--- config.mk ---
export PLATFORM = sky130hd
export DESIGN_NAME = mcr_top
export DESIGN_NICKNAME = d
export VERILOG_FILES = /design/src/rtl/mcr_pkg.sv /design/src/rtl/mcr_detect_irq.sv /design/src/rtl/mcr_top.sv
export SDC_FILE = /design/constraint.sdc
export NUM_CORES = 1
export LEC_CHECK = 0
export ABC_AREA = 0
export BUFFER_PORTS_ARGS = -buffer_cell sky130_fd_sc_hd__buf_2
export CORE_ASPECT_RATIO = 0.75
export CORE_MARGIN = 4
export CORE_UTILIZATION = 56
export CTS_BUF_LIST = sky130_fd_sc_hd__clkbuf_8
export DETAILED_ROUTE_END_ITERATION = 8
export HOLD_SLACK_MARGIN = 0.1
export PLACE_DENSITY = 0.89
export SLEW_MARGIN = 10
export SYNTH_ARGS = -nofsm -noshare
export SYNTH_HDL_FRONTEND = slang
export SYNTH_HIERARCHICAL = 1
export SYNTH_SLANG_ARGS = --single-unit
export TNS_END_PERCENT = 100
--- constraint.sdc ---
create_clock -name sys_clk_in -period 3.5 [get_ports sys_clk_in]
set_input_delay 0.7 -clock sys_clk_in [delete_from_list [all_inputs] [get_ports sys_clk_in]]
set_output_delay 0.7 -clock sys_clk_in [all_outputs]
set_load 0.02 [all_outputs]
--- src/rtl/mcr_pkg.sv ---
// Constants and types for the second modem control register block
package mcr_pkg;
   // Register addresses on the two bus ports
   localparam logic [2:0] MCR_CTRL_LOCAL_ADDR = 3'h1;
   localparam logic [3:0] MCR_CTRL_HOST_ADDR  = 4'h9;
   localparam logic [2:0] MCR_DET_LOCAL_ADDR  = 3'h2;
   localparam logic [3:0] MCR_DET_HOST_ADDR   = 4'ha;

   // Field positions in the control register
   localparam int MCR_TEST_LSB   = 0;
   localparam int MCR_SRST_BIT   = 2;
   localparam int MCR_CLKSEL_BIT = 3;
   localparam int MCR_BYPASS_BIT = 4;
   localparam int MCR_DETIE_BIT  = 5;
   localparam int MCR_PAT_LSB    = 6;

   // Detect status bit positions
   localparam int MCR_DET_CALLPROG = 1;
   localparam int MCR_DET_ANSWER   = 2;
   localparam int MCR_DET_CARRIER  = 3;
   localparam int MCR_DET_MARKS    = 4;

   // Reset values
   localparam logic [7:0] MCR_CTRL_RESET = 8'h00;
   localparam logic [7:0] MCR_RDATA_RESET = 8'h00;

   // Test mode codes
   typedef enum logic [1:0] {
      MCR_TEST_NORMAL  = 2'h0,
      MCR_TEST_ALOOP   = 2'h1,
      MCR_TEST_RDLOOP  = 2'h2,
      MCR_TEST_HDUPLEX = 2'h3
   } mcr_test_type;

   // Transmit pattern codes
   typedef enum logic [1:0] {
      MCR_PAT_DATA  = 2'h0,
      MCR_PAT_ALT   = 2'h1,
      MCR_PAT_MARK  = 2'h2,
      MCR_PAT_SPACE = 2'h3
   } mcr_pat_type;
endpackage : mcr_pkg

--- src/rtl/mcr_detect_irq.sv ---
// Detect interrupt pending flag with change detection and masking
`timescale 1ns/1ns
module mcr_detect_irq
   import mcr_pkg::*;
(
   input  wire logic       sys_clk_in,
   input  wire logic       rst_n_in,
   input  wire logic [4:1] detect_in,
   input  wire logic       irq_enable_in,
   input  wire logic       tx_enable_in,
   input  wire logic       dtmf_active_in,
   input  wire logic       power_down_in,
   input  wire logic       status_read_in,
   output logic            irq_out
);
   logic [4:1] prev;
   logic [4:1] next_prev;
   logic       next_irq;
   logic [4:1] change;
   logic       set_evt;

   // Masked change detection and pending flag update
   always_comb begin
      change    = detect_in ^ prev;
      if (tx_enable_in) begin
         change[MCR_DET_CALLPROG] = 1'b0;
         change[MCR_DET_ANSWER]   = 1'b0;
      end
      if (dtmf_active_in) begin
         change[MCR_DET_CARRIER] = 1'b0;
      end
      set_evt   = irq_enable_in && !power_down_in && |change;
      next_prev = detect_in;
      if (!irq_enable_in || power_down_in) begin
         next_irq = 1'b0;
      end else if (set_evt) begin
         next_irq = 1'b1;                                 // Set wins
      end else if (status_read_in) begin
         next_irq = 1'b0;
      end else begin
         next_irq = irq_out;
      end
   end

   // Registers
   always_ff @(posedge sys_clk_in) begin
      if (!rst_n_in) begin
         prev    <= 4'h0;
         irq_out <= 1'b0;
      end else begin
         prev    <= next_prev;
         irq_out <= next_irq;
      end
   end
endmodule : mcr_detect_irq

--- src/rtl/mcr_top.sv ---
// Second modem control register and the datapath controls it steers
`timescale 1ns/1ns
module mcr_top
   import mcr_pkg::*;
(
   input  wire logic       sys_clk_in,
   input  wire logic       rst_n_in,
   input  wire logic       port_mode_select_in,
   input  wire logic [2:0] local_bus_addr_in,
   input  wire logic [3:0] host_bus_addr_in,
   input  wire logic       bus_wr_in,
   input  wire logic       bus_rd_in,
   input  wire logic [7:0] bus_wdata_in,
   output logic      [7:0] bus_rdata_out,
   input  wire logic       tx_enable_in,
   input  wire logic       power_on_in,
   input  wire logic       dtmf_active_in,
   input  wire logic [4:0] detect_in,
   input  wire logic       xtal_echo_in,
   input  wire logic       baud16_in,
   input  wire logic       bit_tick_in,
   input  wire logic       uart_txd_in,
   input  wire logic       line_rxd_in,
   output logic            modem_txd_out,
   output logic            uart_rxd_out,
   output logic            clk_pin_out,
   output logic            analog_tx_en_out,
   output logic            analog_loopback_out,
   output logic            scrambler_bypass_out,
   output logic            modem_power_down_out,
   output logic            clear_ctrl_regs_out,
   output logic            dual_port_irq_out,
   output logic            single_port_irq_out
);
   // Synchroniser stages for pin inputs
   logic [6:0]  sync_a;
   logic [6:0]  sync_b;
   logic        port_mode;
   logic [4:0]  detect;
   logic        xtal;

   // Register bank state
   logic [7:0]  ctrl;
   logic [7:0]  next_ctrl;
   logic        next_clear;
   logic [7:0]  next_rdata;
   logic        ctrl_hit;
   logic        det_hit;
   logic        status_read;

   // Datapath state
   logic        alt_bit;
   logic        next_alt_bit;
   logic        next_txd;
   logic        next_uart_rxd;
   logic        next_clk_pin;
   logic        next_tx_en;
   logic        next_aloop;
   logic        next_bypass;
   logic        next_pd;
   logic        next_dual_irq;
   logic        next_single_irq;
   logic        irq_pending;
   logic        power_down;
   mcr_test_type test_mode;
   mcr_pat_type  pattern;

   // Address decode shared by both registers
   function automatic logic addr_match(input logic       mode,
                                       input logic [2:0] loc,
                                       input logic [3:0] host,
                                       input logic [2:0] want_loc,
                                       input logic [3:0] want_host);
      if (mode) begin
         addr_match = (host == want_host);
      end else begin
         addr_match = (loc == want_loc);
      end
   endfunction : addr_match

   // Two-stage synchroniser for mode strap, detectors and crystal
   always_ff @(posedge sys_clk_in) begin
      if (!rst_n_in) begin
         sync_a <= 7'h00;
         sync_b <= 7'h00;
      end else begin
         sync_a <= {xtal_echo_in, detect_in, port_mode_select_in};
         sync_b <= sync_a;
      end
   end

   assign port_mode = sync_b[0];
   assign detect    = sync_b[5:1];
   assign xtal      = sync_b[6];

   // Bus decode
   assign ctrl_hit = addr_match(port_mode, local_bus_addr_in,
                                host_bus_addr_in, MCR_CTRL_LOCAL_ADDR,
                                MCR_CTRL_HOST_ADDR);
   assign det_hit  = addr_match(port_mode, local_bus_addr_in,
                                host_bus_addr_in, MCR_DET_LOCAL_ADDR,
                                MCR_DET_HOST_ADDR);
   assign status_read = bus_rd_in && det_hit;
   assign test_mode   = mcr_test_type'(ctrl[MCR_TEST_LSB +: 2]);
   assign pattern     = mcr_pat_type'(ctrl[MCR_PAT_LSB +: 2]);
   assign power_down  = !power_on_in || clear_ctrl_regs_out;

   // Register write, soft reset and read data
   always_comb begin
      next_ctrl  = ctrl;
      next_clear = 1'b0;
      next_rdata = bus_rdata_out;
      if (bus_wr_in && ctrl_hit) begin
         if (bus_wdata_in[MCR_SRST_BIT]) begin
            next_ctrl  = MCR_CTRL_RESET;
            next_clear = 1'b1;
         end else begin
            next_ctrl  = bus_wdata_in;
         end
      end
      if (bus_rd_in && ctrl_hit) begin
         next_rdata = ctrl;
      end else if (status_read) begin
         next_rdata = {3'h0, detect};
      end
   end

   // Register bank registers
   always_ff @(posedge sys_clk_in) begin
      if (!rst_n_in) begin
         ctrl                <= MCR_CTRL_RESET;
         clear_ctrl_regs_out <= 1'b0;
         bus_rdata_out       <= MCR_RDATA_RESET;
      end else begin
         ctrl                <= next_ctrl;
         clear_ctrl_regs_out <= next_clear;
         bus_rdata_out       <= next_rdata;
      end
   end

   // Detect interrupt tracking
   mcr_detect_irq u_detect_irq (
      .sys_clk_in     (sys_clk_in),
      .rst_n_in       (rst_n_in),
      .detect_in      (detect[4:1]),
      .irq_enable_in  (ctrl[MCR_DETIE_BIT]),
      .tx_enable_in   (tx_enable_in),
      .dtmf_active_in (dtmf_active_in),
      .power_down_in  (power_down),
      .status_read_in (status_read),
      .irq_out        (irq_pending)
   );

   // Transmit source, loopbacks, clock pin and control outputs
   always_comb begin
      next_alt_bit = bit_tick_in ? !alt_bit : alt_bit;
      case (pattern)
         MCR_PAT_ALT:   next_txd = alt_bit;
         MCR_PAT_MARK:  next_txd = 1'b1;
         MCR_PAT_SPACE: next_txd = 1'b0;
         default: begin
            if (test_mode == MCR_TEST_RDLOOP) begin
               next_txd = line_rxd_in;
            end else begin
               next_txd = uart_txd_in;
            end
         end
      endcase
      case (test_mode)
         MCR_TEST_RDLOOP:  next_uart_rxd = 1'b1;
         MCR_TEST_HDUPLEX: next_uart_rxd = uart_txd_in && line_rxd_in;
         default:          next_uart_rxd = line_rxd_in;
      endcase
      next_aloop   = (test_mode == MCR_TEST_ALOOP);
      next_clk_pin = ctrl[MCR_CLKSEL_BIT] ? baud16_in : xtal;
      next_tx_en   = tx_enable_in && !power_down;
      next_bypass  = ctrl[MCR_BYPASS_BIT];
      next_pd      = power_down;
      next_dual_irq   = irq_pending && !port_mode;
      next_single_irq = irq_pending && port_mode;
   end

   // Datapath registers
   always_ff @(posedge sys_clk_in) begin
      if (!rst_n_in) begin
         alt_bit              <= 1'b0;
         modem_txd_out        <= 1'b1;
         uart_rxd_out         <= 1'b1;
         clk_pin_out          <= 1'b0;
         analog_tx_en_out     <= 1'b0;
         analog_loopback_out  <= 1'b0;
         scrambler_bypass_out <= 1'b0;
         modem_power_down_out <= 1'b1;
         dual_port_irq_out    <= 1'b0;
         single_port_irq_out  <= 1'b0;
      end else begin
         alt_bit              <= next_alt_bit;
         modem_txd_out        <= next_txd;
         uart_rxd_out         <= next_uart_rxd;
         clk_pin_out          <= next_clk_pin;
         analog_tx_en_out     <= next_tx_en;
         analog_loopback_out  <= next_aloop;
         scrambler_bypass_out <= next_bypass;
         modem_power_down_out <= next_pd;
         dual_port_irq_out    <= next_dual_irq;
         single_port_irq_out  <= next_single_irq;
      end
   end
endmodule : mcr_top

==> results of run 1 <==
## routing by layer
layer | track usage | part of all wire
met5 | 0 | 0
met2 | 0.355 | 0.50
met4 | 0.116 | 0.025
met1 | 0.194 | 0.41
met3 | 0.0704 | 0.073
## layout by cell type (no fill, tap or decap), types with 2 or more instances in the layout
cell type,count
buf_2,50
o21a_1,5
clkbuf_8,6
nor2b_1,6
and3_1,2
a32oi_4,2
xnor2_1,4
dfxtp_1,45
inv_1,8
nand3b_1,7
o22ai_1,3
and2_1,18
mux2i_1,9
nor2_1,5
nand2_1,17
o221a_1,4
## through the flow
stage | power, W | hold WS (ps) | worst slack, ps
after global routing | 0.00105 | 460 | 1810
after global placement | 0.000627 | 416 | 1670
after floorplan | 0.000596 | 412 | 1840
final | 0.00102 | 440 | 1830
after CTS | 0.00102 | 440 | 1880
after detailed placement | 0.000632 | 422 | 1590
## worst reg2reg max path, cell delays in order (launching register included)
cell	delay [ps]
dfxtp_1	390
and4b_4	250
a32oi_4	370
inv_1	110
o221ai_1	240
o21a_1	150
## worst paths after layout
kind	end	cells past startpoint	slack, ps	from
max	u_detect_irq/irq_out$_SDFFE_PP0P_	6	1830	bus_rd_in
min	sync_b[3]$_SDFF_PN0_	1	440	sync_a[3]$_SDFF_PN0_
max reg2reg	u_detect_irq/irq_out$_SDFFE_PP0P_	5	1940	sync_b[0]$_SDFF_PN0_
min reg2reg	sync_b[3]$_SDFF_PN0_	1	440	sync_a[3]$_SDFF_PN0_
## state kept, by name (all words and copies together) (netlist names)
register / cells
u_detect_irq/prev: 4
modem_power_down_out: 1
dual_port_irq_out: 1
bus_rdata_out: 8
analog_loopback_out: 1
analog_tx_en_out: 1
scrambler_bypass_out: 1
clear_ctrl_regs_out: 1
alt_bit: 1
clk_pin_out: 1
single_port_irq_out: 1
sync_a: 7
sync_b: 7
modem_txd_out: 1
ctrl: 7
u_detect_irq/irq_out: 1
uart_rxd_out: 1
## where the power goes
part | total (W) | leakage, nW | internal, W | switching [W]
Combinational | 0.0000838 | 0.525 | 0.0000400 | 0.0000438
Sequential | 0.000537 | 0.368 | 0.000529 | 0.00000844
Clock | 0.000394 | 0.0626 | 0.000230 | 0.000165
Total | 0.00102 | 0.956 | 0.000798 | 0.000217
## kinds of logic after synthesis
family,count (synthesis),synth area share
AND/OR/NAND/NOR,62,0.223
flip-flops,45,0.543
XOR/XNOR,5,0.0264
AO/OA/AOI/OAI,19,0.120
multiplexers,10,0.0610
buffers and inverters,12,0.0271
## final cells by class
class                           count  area, µm²
Sequential cell                    45        901
Multi-Input combinational cell     96        714
Fill cell                         193        669
Timing Repair Buffer               50        250
Clock buffer                        6       82.6
Tap cell                           36       45.0
Clock inverter                      2       33.8
Inverter                            7       26.3
==> summary.txt, run 1 <==
Status
  – Status: finished clean

Placement
  – Cell count after placement: 234
  – DP HPWL: 2530 µm
  – I/O Buffers: 50
  – Routability cong.: 0.772
  – Placement Cell Area: 1940 µm²

Power
  – Leak Pwr: 0.956 nW
  – Power density cells: 494 nW/µm²
  – Worst VDD drop: 0.288 mV

Final layout
  – Fin util: 0.754
  – Final net count: 238
  – Post-route insts no fill: 242
  – Share of cells above drive strength 1: 0.325
  – Layout Area Growth over Synthesis: 23.7%
  – Design area: 2050 µm²
  – Diodes inserted: 0

Clocking
  – Clock Latency Late Sink: 300 ps
  – CTS tree: done
  – CTS Hold Bufs: 0
  – CTS Buffer Depth: 2
  – Post-CTS Setup Bufs: 0
  – CTS Buf Count: 5
  – Clk pin slew, worst setup/hold paths: 80 ps
  – CTS HTree Levels: 2
  – Post-CTS resize count: 0
  – CTS sink count: 45
  – CTS root buffer: clkbuf_8

STA
  – Fin crit share: 0.476
  – Hold Vio Cnt, Final: 0
  – Final setup violating endpoints: 0
  – Total Negative Setup Slacks: 0 ps
  – Max Clk Rate: 600 MHz
  – Worst-margin pin slew: 708 ps
  – Final slew viol count: 0
  – Clk_skew: 7.62 ps
  – RSZ-0062 raised after global routing: false
  – Max_slew headroom: 0.528
  – Tmin final: 1670 ps

Yosys
  – Syn. warnings: 6
  – Syn nets: 186
  – Gate Count Post-Synth: 153
  – Synth cell count leaders: dfxtp_1, and2_1, nand2_1
  – Most common cell in the netlist: dfxtp_1
  – Sequential share of the synthesized area: 0.543
  – Synth Flop Type: dfxtp_1
  – Seq cells post-synth: 45
  – Cell taking the most area after synthesis: dfxtp_1
  – Ranking of synthesized cells by area: dfxtp_1, and2_1, mux2i_1
  – EDFF count, synth: 0
  – Synth cell types: 29
  – Cell Area, Synth: 1660 µm²
  – Asr flop ratio synth: 0
  – Mean Syn Cell Area: 10.9 µm²
  – Share of the synthesized area in the top cell type: 0.543

Setup path
  – CP Capture Type: register
  – Critical path buffers and inverters: 2
  – Worst path cell trace: buf_2, and4b_4, a32oi_4, inv_1, o221ai_1, o21a_1
  – Critical path class: in -> reg
  – WP data required: 3740 ps
  – Crit path largest cell delay: 370 ps
  – Crit Path Max Fanout: 7
  – Crit-path slowest cell: a32oi_4
  – WP data arrival: 1900 ps
  – CP startpoint kind: input port
  – Crit path max-delay family: compound AO/OA/AOI/OAI gates

Global routing
  – Largest net degree at the start of global routing: 51
  – Initial antenna violation count: 0
  – First-pass GRT wire length: 5660 µm
  – Vias in the first global route: 1337
  – Total gr overflow: 0
  – Total GRT Usage: 0.193

Route
  – DR vias: 1255
  – Vias per cell: 5.19
  – DRC: 0
  – DRT iter0 DRCs: 58
  – Drt wl/cell: 15.0 µm
  – Drt pass-1 iters: 4
  – Antenna-violating nets left: 0
  – Drt total wl: 3640 µm

Die
  – Initial core utilization: 0.610
  – # IOs: 51
  – Core Region: 2720 µm²
  – Die W: 70.9 µm
  – Die area: 3910 µm²
  – Row count: 16
  – Die Y: 55.2 µm

Job
  – Max_cap viols: 0

Hold path
  – Worst Hold Class: reg -> reg
Power figures use the tool's default switching activity.
==> run 2, diff against run 1 <==
--- a/config.mk
+++ b/config.mk
@@ -9,11 +9,11 @@
 export BUFFER_PORTS_ARGS = -buffer_cell sky130_fd_sc_hd__buf_2
 export CORE_ASPECT_RATIO = 0.75
 export CORE_MARGIN = 4
-export CORE_UTILIZATION = 56
+export CORE_UTILIZATION = 47
 export CTS_BUF_LIST = sky130_fd_sc_hd__clkbuf_8
 export DETAILED_ROUTE_END_ITERATION = 8
 export HOLD_SLACK_MARGIN = 0.1
-export PLACE_DENSITY = 0.89
+export PLACE_DENSITY = 0.8
 export SLEW_MARGIN = 10
 export SYNTH_ARGS = -nofsm -noshare
 export SYNTH_HDL_FRONTEND = slang
==> constraint.sdc (replaced) <==
create_clock -name sys_clk_in -period 1.5 [get_ports sys_clk_in]
set_input_delay 0.3 -clock sys_clk_in [delete_from_list [all_inputs] [get_ports sys_clk_in]]
set_output_delay 0.3 -clock sys_clk_in [all_outputs]
set_load 0.02 [all_outputs]
==> run 2 against run 1 <==
Net effect: total power rose by 130%; first-iteration DRC count fell by 6.9%; die area is 17% higher; critical endpoint is now bus_rdata_out[1]$_SDFFE_PN0P_; routed wire length shrank 14%; cell count is 3.3% higher.
==> summary.txt, run 2 (synthesized netlist as in run 1, its figures left out) <==
Status
  – Status: finished clean

Die
  – # IOs: 51
  – Initial core utilization: 0.498
  – Die Y: 59.5 µm
  – Core Region: 3330 µm²
  – Row count: 18
  – Die W: 76.6 µm
  – Die area: 4560 µm²

STA
  – Max_slew headroom: 0.707
  – Clk_skew: 5.67 ps
  – Final slew viol count: 0
  – Final hold slack: 204 ps
  – Worst-margin pin slew: 440 ps
  – Hold Vio Cnt, Final: 0
  – Tmin final: 1380 ps
  – Max Clk Rate: 727 MHz
  – Final setup violating endpoints: 0
  – Fin crit share: 0.917
  – Total Negative Setup Slacks: 0 ps
  – RSZ-0062 raised after global routing: false

Placement
  – Placement Cell Area: 1970 µm²
  – DP HPWL: 2320 µm
  – Routability cong.: 0.860
  – Cell count after placement: 242
  – I/O Buffers: 50

Final layout
  – Final net count: 242
  – Max reg flops: 8
  – Layout Area Growth over Synthesis: 25.8%
  – Share of cells above drive strength 1: 0.338
  – Most common cell after layout, fill and taps aside: buf_2
  – Post-route insts no fill: 250
  – Design area: 2090 µm²
  – Commonest non-fill, non-tap cells in the layout: buf_2, dfxtp_1, and2_1
  – Diodes inserted: 0
  – Most flop-heavy register: bus_rdata_out
  – Fin util: 0.627

Global routing
  – Vias in the first global route: 1187
  – Total GRT Usage: 0.155
  – Total gr overflow: 0
  – Largest net degree at the start of global routing: 27
  – First-pass GRT wire length: 5350 µm
  – Initial antenna violation count: 0

Route
  – DR vias: 1205
  – DRC: 0
  – Vias per cell: 4.82
  – Drt pass-1 iters: 4
  – Drt wl/cell: 12.5 µm
  – Drt total wl: 3120 µm
  – DRT iter0 DRCs: 54
  – Antenna-violating nets left: 0

Setup path
  – CP Capture Type: register
  – Crit Path Max Fanout: 7
  – CP startpoint kind: register
  – WP data arrival: 1570 ps
  – Critical path class: reg -> reg
  – WP data required: 1690 ps

Clocking
  – CTS sink count: 45
  – CTS HTree Levels: 2
  – Clock Latency Late Sink: 300 ps
  – Post-CTS resize count: 0
  – CTS tree: done
  – Clk pin slew, worst setup/hold paths: 80 ps
  – CTS Buffer Depth: 2
  – Post-CTS Setup Bufs: 0
  – CTS Buf Count: 5
  – CTS root buffer: clkbuf_8
  – CTS Hold Bufs: 0

Power
  – Worst VDD drop: 0.642 mV
  – Power density cells: 1130 nW/µm²
  – Leak Pwr: 0.975 nW

Job
  – Max_cap viols: 0

Hold path
  – Worst Hold Class: in -> reg
-- run 2: changes by cell type in the layout (fill, tap and decap cells not counted) --
cell,delta
buf_4,+4
-- run 2: metrics by stage --
| step | setup slack (ps) | power, W |
|---|---|---|
| after global routing | 19.5 | 0.00247 |
| after detailed placement | 8.68 | 0.00148 |
| final | 124 | 0.00237 |
| after CTS | 111 | 0.00239 |
| after global placement | 36.1 | 0.00148 |
| after floorplan | 205 | 0.00139 |
-- run 2: layout make-up --
class                   count  area (µm²)
flip-flops and latches     45         901
fillers                   293        1240
clock inverters             2        33.8
clock buffers               6        82.6
inverters                   7        26.3
multi-input cells          96         714
well taps                  40        50.0
repair buffers             54         280
-- run 2: final timing paths --
kind	start	slack, ps	depth (start not counted)	to
setup / recovery	sync_b[0]$_SDFF_PN0_	120	4	bus_rdata_out[1]$_SDFFE_PN0P_
hold reg to reg	sync_a[1]$_SDFF_PN0_	440	1	sync_b[1]$_SDFF_PN0_
setup reg to reg	sync_b[0]$_SDFF_PN0_	120	4	bus_rdata_out[1]$_SDFFE_PN0P_
hold / removal	detect_in[0]	200	2	sync_a[1]$_SDFF_PN0_
-- run 2: metal layers --
| metal | global-route usage | vias to the layer above | share of wire |
|---|---|---|---|
| li1 | - | 624 | - |
| met1 | 0.204 | 531 | 0.50 |
| met2 | 0.229 | 42 | 0.41 |
| met3 | 0.0517 | 8 | 0.077 |
| met4 | 0.0775 | 0 | 0.020 |
| met5 | 0 | - | 0 |
-- run 2: where the power goes --
group | switching [W] | internal (W) | leakage [nW] | total (W)
logic | 0.000100 | 0.0000987 | 0.544 | 0.000199
clock network | 0.000383 | 0.000536 | 0.0626 | 0.000919
registers | 0.0000183 | 0.00123 | 0.368 | 0.00125
total | 0.000501 | 0.00187 | 0.975 | 0.00237
-- run 2: critical path, stage by stage (launching register included) --
cell	delay (ps)
dfxtp_1	340
and4b_4	220
a32oi_4	350
nand2_2	160
o21a_1	200
